### config.mk
export PLATFORM = sky130hd
export DESIGN_NAME = sodc_decoder
export DESIGN_NICKNAME = d
export VERILOG_FILES = /design/src/pkg/sodc_pkg.sv /design/src/pkg/sodc_stream_if.sv /design/src/design/sodc_decoder.sv /design/src/design/sodc_fifo.sv /design/src/design/sodc_sync.sv
export SDC_FILE = /design/constraint.sdc
export NUM_CORES = 1
export LEC_CHECK = 0
export BUFFER_PORTS_ARGS = -buffer_cell sky130_fd_sc_hd__clkbuf_2
export CAP_MARGIN = 20
export CORE_MARGIN = 5
export CORE_UTILIZATION = 33
export CTS_CLUSTER_SIZE = 24
export DETAILED_ROUTE_END_ITERATION = 8
export HOLD_SLACK_MARGIN = 0.08
export PLACE_DENSITY = 0.54
export SLEW_MARGIN = 20
export SYNTH_ARGS = -nofsm -noshare
export SYNTH_HDL_FRONTEND = slang
export SYNTH_SLANG_ARGS = --single-unit
### constraint.sdc
create_clock -name clk -period 3.36 [get_ports clk]
set_clock_uncertainty 0.1 [all_clocks]
set_input_delay 0.504 -clock clk [delete_from_list [all_inputs] [get_ports clk]]
set_output_delay 0.504 -clock clk [all_outputs]
set_load 0.02 [all_outputs]
### src/pkg/sodc_pkg.sv
// Package of constants and types for the serial opcode decoder
package sodc_pkg;
	localparam logic [7:0] OP_WAKEUP = 8'h02;
	localparam logic [7:0] OP_STANDBY = 8'h04;
	localparam logic [7:0] OP_RESET = 8'h06;
	localparam logic [7:0] OP_START = 8'h08;
	localparam logic [7:0] OP_STOP = 8'h0A;
	localparam logic [7:0] OP_READ_CONT = 8'h10;
	localparam logic [7:0] OP_STOP_CONT = 8'h11;
	localparam logic [7:0] OP_READ_ONE = 8'h12;
	localparam logic [2:0] PFX_REG_READ = 3'h1;
	localparam logic [2:0] PFX_REG_WRITE = 3'h2;
	localparam logic [2:0] PFX_COUNT = 3'h0;
	localparam int SYS_DECODE_EDGE = 7;
	localparam int REG_DECODE_EDGE = 8;
	localparam int RESET_TCLK = 18;
	localparam int DAISY_EN_BIT = 6;
	localparam logic [7:0] FIRST_CONFIG_REGISTER_RESET = 8'h06;
	localparam logic [4:0] FIRST_CONFIG_REGISTER_ADDR = 5'h01;
	localparam int DATA_WIDTH = 8;
	localparam int FIFO_DEPTH = 8;
	localparam int RESULT_BITS = 216;
	typedef enum logic [5:0] {
		SODC_OP1 = 6'h01,
		SODC_OP2 = 6'h02,
		SODC_RDOUT = 6'h04,
		SODC_WRIN = 6'h08,
		SODC_SKIP = 6'h10,
		SODC_DATA = 6'h20
	} sodc_state_type;
endpackage

### src/pkg/sodc_stream_if.sv
// Interface carrying bytes between the decoder and its buffer
`timescale 1ns/1ps
interface sodc_stream_if #(parameter int WIDTH = 8);
	logic valid;
	logic ready;
	logic [WIDTH-1:0] data;
	modport source(output valid, output data, input ready);
	modport sink(input valid, input data, output ready);
endinterface

### src/design/sodc_decoder.sv
// Serial opcode decoder with daisy-chain readout
`timescale 1ns/1ps
// How it works
// - Daisy chaining only when config bit set
// - No repeated read-by-command in daisy mode
// - Rising edge shifts out, latches daisy in
// - System opcodes decode on seventh falling edge, except 10h/11h on eighth
// - Register opcodes decode on eighth falling edge
// - Wakeup, standby, reset, start, stop codes
// - Continuous, stop continuous, single read codes
// - Register read: 001 address, 000 count
// - Register write: 010 address, 000 count
// - Register read ignored in continuous mode
// - Standby accepts only wakeup
// - Reset restores defaults within eighteen clocks
// - Start begins conversions, else no effect
// - Stop finishes current conversion, then halts
// - Continuous read is default, loads each result
// - Continuous mode accepts only stop continuous
// - Register data leaves from seventeenth rising edge
// - Write data follows opcodes, MSB first
module sodc_decoder #(
	parameter int RESULT_W = sodc_pkg::RESULT_BITS,
	parameter int FIFO_D = sodc_pkg::FIFO_DEPTH
) (
	input wire logic clk,
	input wire logic reset_n,
	input wire logic cs_n,
	input wire logic sclk,
	input wire logic din,
	input wire logic daisy_in,
	input wire logic start_pin,
	input wire logic conversion_done,
	input wire logic [RESULT_W-1:0] result_data,
	input wire logic [7:0] reg_rd_data,
	input wire logic wr_ready,
	output logic dout,
	output logic dout_oe,
	output logic conversion_ready_n,
	output logic converting,
	output logic standby,
	output logic soft_reset,
	output logic daisy_enable,
	output logic read_continuous,
	output logic [4:0] reg_addr,
	output logic reg_rd_strobe,
	output logic wr_valid,
	output logic [4:0] wr_addr,
	output logic [7:0] wr_data
);
	logic [3:0] pin_lvl;
	logic [3:0] pin_rise;
	logic [3:0] pin_fall;
	logic cs_n_s;
	logic sck_rise;
	logic sck_fall;
	logic din_s;
	logic [7:0] shift_q;
	logic [2:0] bit_q;
	logic byte_done;
	logic [7:0] rx_byte;
	sodc_pkg::sodc_state_type state_q;
	logic [2:0] op_pfx_q;
	logic [4:0] addr_q;
	logic [4:0] cnt_q;
	logic [RESULT_W-1:0] out_q;
	logic out_bit_q;
	logic readback_q;
	logic [7:0] cfg1_q;
	logic [4:0] rst_cnt_q;
	logic run_q;
	logic stop_pend_q;
	logic standby_q;
	logic rdc_q;
	logic rdy_n_q;
	logic cfg_we;
	sodc_stream_if #(.WIDTH(sodc_pkg::DATA_WIDTH)) to_fifo();
	sodc_stream_if #(.WIDTH(sodc_pkg::DATA_WIDTH)) from_fifo();

	sodc_sync #(.WIDTH(4)) u_sync (
		.clk(clk),
		.reset_n(reset_n),
		.async_in({~cs_n, sclk, din, daisy_in}),
		.level_out(pin_lvl),
		.rise_out(pin_rise),
		.fall_out(pin_fall)
	);
	// Select enters inverted so reset level equals idle, no false select
	assign cs_n_s = !pin_lvl[3];
	assign sck_rise = pin_rise[2] && !cs_n_s;
	assign sck_fall = pin_fall[2] && !cs_n_s;
	assign din_s = pin_lvl[1];

	// Start pin is level only; registered twice to stay clean
	logic start_s1_q;
	logic start_s2_q;
	always_ff @(posedge clk or negedge reset_n) begin
		if (!reset_n) begin
			start_s1_q <= 1'b0;
			start_s2_q <= 1'b0;
		end else begin
			start_s1_q <= start_pin;
			start_s2_q <= start_s1_q;
		end
	end

	assign rx_byte = {shift_q[6:0], din_s};
	assign byte_done = sck_fall && (bit_q == 3'd7);
	always_ff @(posedge clk or negedge reset_n) begin
		if (!reset_n) begin
			shift_q <= '0;
			bit_q <= '0;
		end else if (cs_n_s) begin
			bit_q <= '0;
		end else if (sck_fall) begin
			shift_q <= rx_byte;
			bit_q <= bit_q + 3'd1;
		end
	end

	function automatic logic is_sys(input logic [7:0] b);
		is_sys = (b == sodc_pkg::OP_WAKEUP) || (b == sodc_pkg::OP_STANDBY) || (b == sodc_pkg::OP_RESET)
			|| (b == sodc_pkg::OP_START) || (b == sodc_pkg::OP_STOP) || (b == sodc_pkg::OP_READ_CONT)
			|| (b == sodc_pkg::OP_STOP_CONT) || (b == sodc_pkg::OP_READ_ONE);
	endfunction

	// Seven-bit prefix known at seventh edge; low bit ends the code
	logic sys_hit;
	assign sys_hit = sck_fall && (bit_q == 3'd6) && (state_q == sodc_pkg::SODC_OP1)
		&& is_sys({shift_q[5:0], din_s, 1'b0} | 8'h00) ;
	logic [7:0] seven_code;
	assign seven_code = {shift_q[5:0], din_s, 1'b0};

	// System commands act on the even code seen at edge seven; 10h/11h need bit 0
	logic cmd_fire;
	logic [7:0] cmd;
	assign cmd_fire = byte_done && (state_q == sodc_pkg::SODC_OP1) && is_sys(rx_byte);
	assign cmd = rx_byte;
	logic early_fire;
	assign early_fire = sys_hit && (seven_code != sodc_pkg::OP_READ_CONT) && (seven_code != sodc_pkg::OP_STOP_CONT);

	logic accept;
	// continuous mode accepts only stop continuous
	function automatic logic allowed(input logic [7:0] c, input logic sb, input logic rc);
		if (sb) allowed = (c == sodc_pkg::OP_WAKEUP);
		else if (rc) allowed = (c == sodc_pkg::OP_STOP_CONT);
		else allowed = 1'b1;
	endfunction
	assign accept = early_fire ? allowed(seven_code, standby_q, rdc_q)
		: (cmd_fire && (cmd[7:1] == 7'h08) && allowed(cmd, standby_q, rdc_q));

	logic [7:0] act;
	assign act = early_fire ? seven_code : cmd;

	always_ff @(posedge clk or negedge reset_n) begin
		if (!reset_n) begin
			state_q <= sodc_pkg::SODC_OP1;
			op_pfx_q <= '0;
			addr_q <= '0;
			cnt_q <= '0;
		end else if (cs_n_s || rst_cnt_q != 5'd0) begin
			state_q <= sodc_pkg::SODC_OP1;
		end else if (byte_done) begin
			case (state_q)
				sodc_pkg::SODC_OP1: begin
					op_pfx_q <= rx_byte[7:5];
					addr_q <= rx_byte[4:0];
					if (!standby_q && !rdc_q && (rx_byte[7:5] == sodc_pkg::PFX_REG_READ
						|| rx_byte[7:5] == sodc_pkg::PFX_REG_WRITE)) begin
						state_q <= sodc_pkg::SODC_OP2;
					end
				end
				// second byte carries count less one
				sodc_pkg::SODC_OP2: begin
					cnt_q <= rx_byte[4:0];
					if (rx_byte[7:5] != sodc_pkg::PFX_COUNT) begin
						state_q <= sodc_pkg::SODC_SKIP;
					end else if (op_pfx_q == sodc_pkg::PFX_REG_READ) begin
						state_q <= sodc_pkg::SODC_RDOUT;
					end else begin
						state_q <= sodc_pkg::SODC_WRIN;
					end
				end
				sodc_pkg::SODC_WRIN: begin
					addr_q <= addr_q + 5'd1;
					cnt_q <= cnt_q - 5'd1;
					if (cnt_q == 5'd0) begin
						state_q <= sodc_pkg::SODC_SKIP;
					end
				end
				sodc_pkg::SODC_RDOUT: begin
					addr_q <= addr_q + 5'd1;
					cnt_q <= cnt_q - 5'd1;
					if (cnt_q == 5'd0) begin
						state_q <= sodc_pkg::SODC_SKIP;
					end
				end
				sodc_pkg::SODC_SKIP, sodc_pkg::SODC_DATA: begin
					state_q <= state_q;
				end
				default: begin
					state_q <= sodc_pkg::SODC_OP1;
				end
			endcase
		end
	end

	assign to_fifo.valid = byte_done && (state_q == sodc_pkg::SODC_WRIN);
	assign to_fifo.data = rx_byte;
	sodc_fifo #(.WIDTH(sodc_pkg::DATA_WIDTH), .DEPTH(FIFO_D)) u_fifo (
		.clk(clk),
		.reset_n(reset_n),
		.in_s(to_fifo),
		.out_s(from_fifo)
	);
	logic [4:0] wr_addr_q;
	always_ff @(posedge clk or negedge reset_n) begin
		if (!reset_n) begin
			wr_addr_q <= '0;
		end else if (byte_done && state_q == sodc_pkg::SODC_OP1) begin
			wr_addr_q <= rx_byte[4:0];
		end else if (from_fifo.valid && from_fifo.ready) begin
			wr_addr_q <= wr_addr_q + 5'd1;
		end
	end
	assign from_fifo.ready = wr_ready;
	assign wr_valid = from_fifo.valid;
	assign wr_data = from_fifo.data;
	assign wr_addr = wr_addr_q;
	assign cfg_we = from_fifo.valid && wr_ready && (wr_addr_q == sodc_pkg::FIRST_CONFIG_REGISTER_ADDR);

	// daisy enable from first configuration register
	// reset restores defaults, holds off commands
	always_ff @(posedge clk or negedge reset_n) begin
		if (!reset_n) begin
			cfg1_q <= sodc_pkg::FIRST_CONFIG_REGISTER_RESET;
			rst_cnt_q <= '0;
		end else if (accept && act == sodc_pkg::OP_RESET) begin
			cfg1_q <= sodc_pkg::FIRST_CONFIG_REGISTER_RESET;
			rst_cnt_q <= 5'(sodc_pkg::RESET_TCLK);
		end else begin
			if (cfg_we) cfg1_q <= wr_data;
			if (rst_cnt_q != 5'd0) rst_cnt_q <= rst_cnt_q - 5'd1;
		end
	end
	assign daisy_enable = cfg1_q[sodc_pkg::DAISY_EN_BIT];
	assign soft_reset = (rst_cnt_q != 5'd0);

	// start command has no effect while the start pin is high
	always_ff @(posedge clk or negedge reset_n) begin
		if (!reset_n) begin
			run_q <= 1'b0;
			stop_pend_q <= 1'b0;
			standby_q <= 1'b0;
		end else if (soft_reset) begin
			run_q <= 1'b0;
			stop_pend_q <= 1'b0;
		end else begin
			if (accept && act == sodc_pkg::OP_START && !start_s2_q) begin
				run_q <= 1'b1;
				stop_pend_q <= 1'b0;
			end else if (accept && act == sodc_pkg::OP_STOP && run_q) begin
				stop_pend_q <= 1'b1;
			end else if (stop_pend_q && conversion_done) begin
				run_q <= 1'b0;
				stop_pend_q <= 1'b0;
			end
			if (accept && act == sodc_pkg::OP_STANDBY) standby_q <= 1'b1;
			else if (accept && act == sodc_pkg::OP_WAKEUP) standby_q <= 1'b0;
		end
	end
	assign converting = run_q || start_s2_q;
	assign standby = standby_q;

	always_ff @(posedge clk or negedge reset_n) begin
		if (!reset_n) begin
			rdc_q <= 1'b1;
		end else if (soft_reset) begin
			rdc_q <= 1'b1;
		end else if (accept && act == sodc_pkg::OP_STOP_CONT) begin
			rdc_q <= 1'b0;
		end else if (accept && act == sodc_pkg::OP_READ_CONT) begin
			rdc_q <= 1'b1;
		end
	end
	assign read_continuous = rdc_q;

	// Ready falls on a fresh result, rises on first shift clock
	always_ff @(posedge clk or negedge reset_n) begin
		if (!reset_n) begin
			rdy_n_q <= 1'b1;
		end else if (conversion_done && converting) begin
			rdy_n_q <= 1'b0;
		end else if (sck_fall) begin
			rdy_n_q <= 1'b1;
		end
	end
	assign conversion_ready_n = rdy_n_q;

	// rising edge shifts out and latches daisy in
	// first register bit on edge seventeen
	always_ff @(posedge clk or negedge reset_n) begin
		if (!reset_n) begin
			out_q <= '0;
			out_bit_q <= 1'b0;
			readback_q <= 1'b0;
		end else begin
			if (conversion_done && converting && (rdc_q || cs_n_s)) begin
				out_q <= result_data;
				readback_q <= 1'b1;
			end else if (accept && act == sodc_pkg::OP_READ_ONE && (readback_q || !daisy_enable)) begin
				out_q <= result_data;
				readback_q <= 1'b0;
			end else if (byte_done && state_q == sodc_pkg::SODC_OP2 && op_pfx_q == sodc_pkg::PFX_REG_READ) begin
				out_q <= {reg_rd_data, {(RESULT_W-8){1'b0}}};
			end else if (byte_done && state_q == sodc_pkg::SODC_RDOUT) begin
				out_q <= {reg_rd_data, {(RESULT_W-8){1'b0}}};
			end else if (sck_rise) begin
				out_bit_q <= out_q[RESULT_W-1];
				// extra clock passes daisy bit through
				out_q <= {out_q[RESULT_W-2:0], daisy_enable ? pin_lvl[0] : 1'b0};
			end
		end
	end
	assign reg_addr = addr_q;
	assign reg_rd_strobe = byte_done && (state_q == sodc_pkg::SODC_OP2 || state_q == sodc_pkg::SODC_RDOUT);
	assign dout = out_bit_q;
	assign dout_oe = !cs_n_s;
endmodule

### src/design/sodc_fifo.sv
// Parameterised FIFO for received write data bytes
`timescale 1ns/1ps
module sodc_fifo #(
	parameter int WIDTH = 8,
	parameter int DEPTH = 8
) (
	input wire logic clk,
	input wire logic reset_n,
	sodc_stream_if.sink in_s,
	sodc_stream_if.source out_s
);
	localparam int AW = $clog2(DEPTH);
	logic [WIDTH-1:0] mem_q [DEPTH];
	logic [AW:0] wr_q;
	logic [AW:0] rd_q;
	logic full;
	logic empty;
	assign empty = (wr_q == rd_q);
	assign full = (wr_q[AW-1:0] == rd_q[AW-1:0]) && (wr_q[AW] != rd_q[AW]);
	assign in_s.ready = !full;
	assign out_s.valid = !empty;
	assign out_s.data = mem_q[rd_q[AW-1:0]];
	always_ff @(posedge clk or negedge reset_n) begin
		if (!reset_n) begin
			wr_q <= '0;
		end else if (in_s.valid && !full) begin
			wr_q <= wr_q + 1'b1;
		end
	end
	always_ff @(posedge clk) begin
		if (in_s.valid && !full) begin
			mem_q[wr_q[AW-1:0]] <= in_s.data;
		end
	end
	always_ff @(posedge clk or negedge reset_n) begin
		if (!reset_n) begin
			rd_q <= '0;
		end else if (out_s.ready && !empty) begin
			rd_q <= rd_q + 1'b1;
		end
	end
endmodule

### src/design/sodc_sync.sv
// Two flip-flop synchroniser with edge detection on the clean copy
`timescale 1ns/1ps
module sodc_sync #(
	parameter int WIDTH = 4
) (
	input wire logic clk,
	input wire logic reset_n,
	input wire logic [WIDTH-1:0] async_in,
	output logic [WIDTH-1:0] level_out,
	output logic [WIDTH-1:0] rise_out,
	output logic [WIDTH-1:0] fall_out
);
	logic [WIDTH-1:0] meta_q;
	logic [WIDTH-1:0] sync_q;
	logic [WIDTH-1:0] prev_q;
	// First stage feeds only the second
	always_ff @(posedge clk or negedge reset_n) begin
		if (!reset_n) begin
			meta_q <= '0;
			sync_q <= '0;
			prev_q <= '0;
		end else begin
			meta_q <= async_in;
			sync_q <= meta_q;
			prev_q <= sync_q;
		end
	end
	assign level_out = sync_q;
	assign rise_out = sync_q & ~prev_q;
	assign fall_out = ~sync_q & prev_q;
endmodule

==> flow_metrics.py, run 1 <==
metrics = {
    "critical_path": {
        "rr_worst_depth": 8,
        "crit_slowest_cell": "dfrtp_1",
        "arrival_ps": 3330,
        "worstSetupStartpoint": "shift_q[5]",
        "path_depth": 8,
        "slowest_delay_ps": 540,
        "cp_data_required_time_ps": 3710,
        "timing.rr.end": "out_q[46]",
        "crit_chain": "or3_4 -> nor4_4 -> nand3_1 -> o31ai_4 -> buf_12 -> buf_12 -> nand2_1 -> o31ai_1",
        "start_kind": "flop",
        "critPathTopFamily": "simple AND/OR/NAND/NOR gates",
        "path_common_cell": "buf_12",
        "crit_path_end": "out_q[46]",
        "r2r_slack_ps": 380,
        "endpoint_kind": "flop",
        "worst-path-buf-inv": 2,
        "cp_max_fo": 66,
        "timing.rr.start": "shift_q[5]",
        "critPathKind": "flop to flop",
    },
    "placed_design": {
        "gp_congestion": 0.8102,
        "io_buffer_count": 260,
        "detailed_place_hpwl_mm": 27.86,
        "dp_worst_setup_slack_ps": 426.3,
    },
    "logic_synthesis": {
        "synth_area_leader_cell": "dfrtp_1",
        "synth_area_leaders": "dfrtp_1 (43%), mux2i_1 (13%), edfxtp_1 (12%), o31ai_1 (9.7%), nand2_1 (6.0%)",
        "netlist_area_mm2": 0.01635,
        "yosys.area.top_type_share": 0.4256,
        "synth.distinct_cells": 59,
        "ys_seq_elements": 345,
        "synthFlopType": "dfrtp_1",
        "avgSynthCellArea_um2": 11.39,
        "ys_warn_count": 0,
        "synth.most_common_cell": "dfrtp_1",
        "synthTopCellsByCount": "dfrtp_1 (278), nand2_1 (260), mux2i_1 (217)",
        "synth_edf_count": 64,
        "yosysSeqAreaShare": 0.5480,
        "synth-async-reset-ratio": 0.8145,
        "syn_nets": 1679,
        "netlist_instances": 1435,
    },
    "sta": {
        "fin_crit_sh": 0.8881,
        "hold_viol": 0,
        "finalCriticalPeriod_ps": 2984,
        "rsz0062_at_grt": "no",
        "setup_tns_ps": 0,
        "hold_slack_ps": 104.3,
        "setup_slack_ps": 375.9,
        "setup_violations": 0,
        "fmax_mhz": 335.1,
        "worst_slew_pin_slew_ps": 900.3,
        "slew_headroom": 0.3998,
        "drv_slew": 0,
    },
    "floorplan": {
        "start_util": 0.3339,
        "std_cell_rows": 81,
        "io-pin-count": 261,
        "die_w_um": 232.6,
        "fp.dieH_um": 232.6,
        "core_mm2": 0.04895,
        "dieArea_mm2": 0.05408,
    },
    "status": {
        "status": "completed",
    },
    "global_routing": {
        "grt_max_degree": 129,
        "grt_pass1_wl_mm": 71.64,
        "grt_usage": 0.1621,
        "grt_pass1_vias": 13350,
        "antenna_found_initial": 2,
        "grt-ovfl-total": 0,
    },
    "drt": {
        "first_pass_iters": 5,
        "ant_nets": 0,
        "avgViaCountPerCell": 4.943,
        "first_iter_violations": 694,
        "vias": 12800,
        "route.detailed.drc": 0,
        "routed_wl_mm": 44.08,
        "routedWlPerCell_um": 17.03,
    },
    "layout": {
        "synthToLayoutAreaGrowth_pct": 35.36,
        "fill_cells": 4474,
        "regArea_mm2": 0.008957,
        "nNetsFinal": 2135,
        "multiInputGateArea_mm2": 0.006837,
        "drive_above_1_share": 0.2248,
    },
    "power_and_ir_drop": {
        "power.share.switching": 0.2635,
        "seq_power_share": 0.461,
        "p_per_area_mw_per_mm2": 508.5,
        "p_leak_nw": 9.093,
        "p_switching_mw": 2.965,
        "vdd_drop_max_mv": 0.3112,
        "clkPwrFrac": 0.382,
        "comb_power_share": 0.157,
        "internal_power_mw": 8.285,
    },
    "clocking": {
        "cts_root_buf": "clkbuf_16",
        "cts_tree": "built",
        "post-cts-setup-buffers": 0,
        "clk_pin_slew_ps": 60,
        "cts_made_buffers": 41,
        "cts_resized": 0,
        "cts.sinks": 345,
        "cts_htree_levels": 2,
        "clock_path_buffers": 3,
        "clk_latency_ps": 550,
    },
    "min_path": {
        "hold_path.class": "input port to flop",
    },
    "job": {
        "drv_cap": 0,
    },
}
cell type report:
type,instances,share of cell area
clock inverters,10,0.002545
diodes,3,0.0003393
well taps,664,0.03755
flip-flops and latches,345,0.4049
repair buffers,533,0.1859
inverters,18,0.003054
multi-input cells,952,0.3090
clock buffers,64,0.05672
layer usage:
layer / vias up / global-route usage / wire length, um
li1: 6163 / - / -
met1: 6236 / 0.2156 / 19410
met2: 301 / 0.2640 / 21050
met3: 95 / 0.03295 / 2153
met4: 2 / 0.05833 / 1452
met5: - / 0 / 13
registers in the layout (all words and copies together), names as in the netlist, 5 cells and up:
register	flops
out_q	216
u_fifo.mem_q	64
shift_q	7
cnt_q	5
reg_addr	5
rst_cnt_q	5
state_q	5
wr_addr	5
how the worst min path moves through the flow:
stage,startpoint,end,cells past startpoint
after floorplan,reset_n,bit_q[0],0
after global placement,u_sync.meta_q[0],u_sync.level_out[0],0
after detailed placement,u_sync.meta_q[2],u_sync.level_out[2],0
after CTS,result_data[150],out_q[150],3
after global routing,result_data[150],out_q[150],3
final,result_data[168],out_q[168],3
per-stage QoR:
step	cell area [um2]	util	instances	total power [mW]
CTS	22120	0.4518	2586	11.42
floorplan	16350	-	1435	6.185
global placement	18590	0.3799	2291	6.785
detailed placement	18590	0.3799	2291	6.837
global route	22120	0.4519	2587	11.85
finish	22130	0.4520	2589	11.25
logic make-up (layout without fill, tap and decap cells):
group	after synthesis	after routing	synth area share
mux	254	254	0.1694
flops	345	345	0.5480
buf+inv	138	625	0.03582
simple gates	372	372	0.09936
fa+ha+maj	11	11	0.008420
compound gates	297	297	0.1294
other cells	0	3	0
xor+xnor	18	18	0.009645
worst min-delay path, delay by kind of cell:
family / cells / cell delay (ps)
AO/OA/AOI/OAI: 1 / 60
buffers and inverters: 1 / 100
AND/OR/NAND/NOR: 1 / 50
layout by cell type (no fill, tap or decap), types with 4 or more instances in the layout:
cell type and n:
clkbuf_1 11, buf_12 16, edfxtp_1 64, clkinv_2 7
o31ai_1 211, inv_1 17, a31oi_1 7, nor4_1 5
clkbuf_16 43, ha_1 11, dlygate4sd3_1 221, mux4_2 16
nor3_1 14, o21ai_0 17, dfrtp_1 278, nand4_1 4
clkbuf_2 259, o22a_1 4, nor2_1 37, xnor2_1 13
nand2_1 260, buf_4 36, nand2b_1 9, a21oi_1 34
mux2i_1 217, nand3_1 4, mux2_2 21, or2_2 5
xor2_1 5, nor2b_1 6, clkbuf_8 10, nor4b_1 5
power by group through the flow:
stage,registers (mW),logic [mW],clock network [mW]
finish,5.19,1.76,4.30
global route,5.26,1.98,4.62
CTS,5.19,1.78,4.45
detailed placement,5.26,1.57,0
global placement,5.25,1.54,0
floorplan,5.16,1.02,0
what timing repair did:
item / in CTS / in global routing
endpoints found under the setup margin: 0 / 0
hold buffers: 221 / 0
endpoints found under the hold margin: 318 / 0
Note: power is estimated with default switching activity, not from simulation.
==> run 2, diff against run 1 <==
--- a/config.mk
+++ b/config.mk
@@ -8,11 +8,12 @@
 export BUFFER_PORTS_ARGS = -buffer_cell sky130_fd_sc_hd__clkbuf_2
 export CAP_MARGIN = 20
 export CORE_MARGIN = 5
-export CORE_UTILIZATION = 33
+export CORE_UTILIZATION = 40
 export CTS_CLUSTER_SIZE = 24
 export DETAILED_ROUTE_END_ITERATION = 8
 export HOLD_SLACK_MARGIN = 0.08
-export PLACE_DENSITY = 0.54
+export PLACE_DENSITY = 0.63
+export REMOVE_ABC_BUFFERS = 1
 export SLEW_MARGIN = 20
 export SYNTH_ARGS = -nofsm -noshare
 export SYNTH_HDL_FRONTEND = slang
==> run 2 against run 1 <==
  * Sequential share of layout area rose by 0.62 points
  * Critical path type is now flop to primary output
  * Worst hold slack gained 2.8 ps
  * Critical endpoint is now wr_data[1]
  * Setup slack worse by 130 ps
  * Die area is 17% lower
  * Global-route usage increased by 3.5 points
==> flow_metrics.py, run 2 (synthesis gave the netlist of run 1 again) <==
metrics = {
    "clocking": {
        "clock_path_buffers": 3,
        "cts_tree": "built",
        "cts_made_buffers": 39,
        "cts_resized": 0,
        "clk_pin_slew_ps": 60,
        "clk_latency_ps": 540,
        "cts.sinks": 345,
        "cts_root_buf": "clkbuf_16",
        "cts_htree_levels": 2,
    },
    "sta": {
        "drv_slew": 0,
        "worst_slew_pin_slew_ps": 1021,
        "finalCriticalPeriod_ps": 3118,
        "fin_crit_sh": 0.9279,
        "hold_viol": 0,
        "rsz0062_at_grt": "no",
        "fmax_mhz": 320.8,
        "slew_headroom": 0.3118,
        "setup_violations": 0,
    },
    "critical_path": {
        "crit_path_end": "wr_data[1]",
        "critPathKind": "flop to primary output",
        "start_kind": "flop",
        "cp_max_fo": 10,
        "cp_data_required_time_ps": 2760,
        "r2r_slack_ps": 360,
        "rr_worst_depth": 8,
        "timing.rr.start": "shift_q[5]",
        "worstSetupStartpoint": "u_fifo.rd_q[0]",
        "endpoint_kind": "primary output",
        "timing.rr.end": "out_q[108]",
        "arrival_ps": 2510,
    },
    "placed_design": {
        "dpl.cell_count": 2158,
        "detailed_place_hpwl_mm": 28.17,
        "io_buffer_count": 260,
        "gp_congestion": 0.8109,
    },
    "power_and_ir_drop": {
        "p_per_area_mw_per_mm2": 513.1,
        "p_leak_nw": 9.002,
        "vdd_drop_max_mv": 0.3920,
    },
    "status": {
        "status": "completed",
    },
    "layout": {
        "regMostFlops": "out_q",
        "nNetsFinal": 2119,
        "final_common_cell": "dfrtp_1",
        "stdcell_count": 2441,
        "final_cell_mix": "dfrtp_1 (278), nand2_1 (260), clkbuf_2 (259)",
        "largest_reg_flops": 216,
        "synthToLayoutAreaGrowth_pct": 33.31,
        "final_core_utilization": 0.5361,
        "drive_above_1_share": 0.2254,
    },
    "drt": {
        "avgViaCountPerCell": 5.335,
        "route.detailed.drc": 0,
        "first_iter_violations": 932,
        "ant_nets": 0,
        "first_pass_iters": 5,
        "vias": 13020,
        "routed_wl_mm": 44.62,
        "routedWlPerCell_um": 18.28,
    },
    "floorplan": {
        "std_cell_rows": 74,
        "start_util": 0.4021,
        "io-pin-count": 261,
        "dieArea_mm2": 0.04501,
        "core_mm2": 0.04065,
        "die_w_um": 212.2,
        "fp.dieH_um": 212.2,
    },
    "global_routing": {
        "grt_usage": 0.1967,
        "grt_pass1_wl_mm": 71.97,
        "grt_max_degree": 95,
        "grt-ovfl-total": 0,
        "grt_pass1_vias": 13690,
        "antenna_found_initial": 5,
    },
    "min_path": {
        "hold_path.class": "input port to flop",
    },
    "job": {
        "drv_cap": 0,
    },
}
run 2: critical path, stage by stage (launching register included):
cell and delay, ps:
dfrtp_1 700, buf_4 310, mux4_2 520, mux2_2 280, clkbuf_2 150
run 2: layout make-up:
| class | count | area (um2) |
|---|---|---|
| diodes | 6 | 15.01 |
| clock buffers | 53 | 1121 |
| clock inverters | 16 | 151.4 |
| fillers | 3389 | 18860 |
| inverters | 18 | 67.56 |
| multi-input cells | 952 | 6837 |
| flip-flops and latches | 345 | 8957 |
| well taps | 532 | 665.6 |
| repair buffers | 519 | 3976 |
run 2: power by group:
group / total [mW] / internal [mW] / switching [mW]
Combinational: 1.74 / 0.863 / 0.882
Sequential: 5.19 / 4.84 / 0.351
Clock: 4.25 / 2.50 / 1.75
Total: 11.2 / 8.20 / 2.98
run 2: worst min path at each step:
stage	depth (start not counted)	slack [ps]	startpoint	endpoint
floorplan	0	110	reset_n	bit_q[0]
global placement	0	230	u_sync.meta_q[0]	u_sync.level_out[0]
detailed placement	0	230	start_s1_q	start_s2_q
CTS	3	80	result_data[58]	out_q[58]
global route	3	80	result_data[0]	out_q[0]
finish	3	110	result_data[144]	out_q[144]
run 2: repair_timing:
item                       4_1_cts  5_1_grt
setup endpoints to repair        0        0
hold buffers                   208        0
hold endpoints to repair       274        0
buffers inserted                 0        0
run 2: routing by layer:
metal  up-vias  GRT usage  wire length [um]
met1      6404     0.2657             19320
met3        96    0.03527              2354
li1       6102          -                 -
met5         -          0                29
met4         4    0.06841              1293
met2       417     0.3219             21620
run 2: stage by stage:
| stage | TNS, ps | setup WS [ps] | total power [mW] | hold slack (ps) | cell area [um2] |
|---|---|---|---|---|---|
| global placement | 0 | 503.9 | 6.741 | 232.1 | 18420 |
| floorplan | -4942920 | -24260 | 6.431 | 108.4 | 15830 |
| detailed placement | 0 | 450.4 | 6.805 | 234.7 | 18420 |
| CTS | 0 | 138.2 | 11.27 | 80.02 | 21780 |
| finish | 0 | 242.4 | 11.18 | 107.1 | 21790 |
| global route | 0 | 92.78 | 11.72 | 82.31 | 21780 |
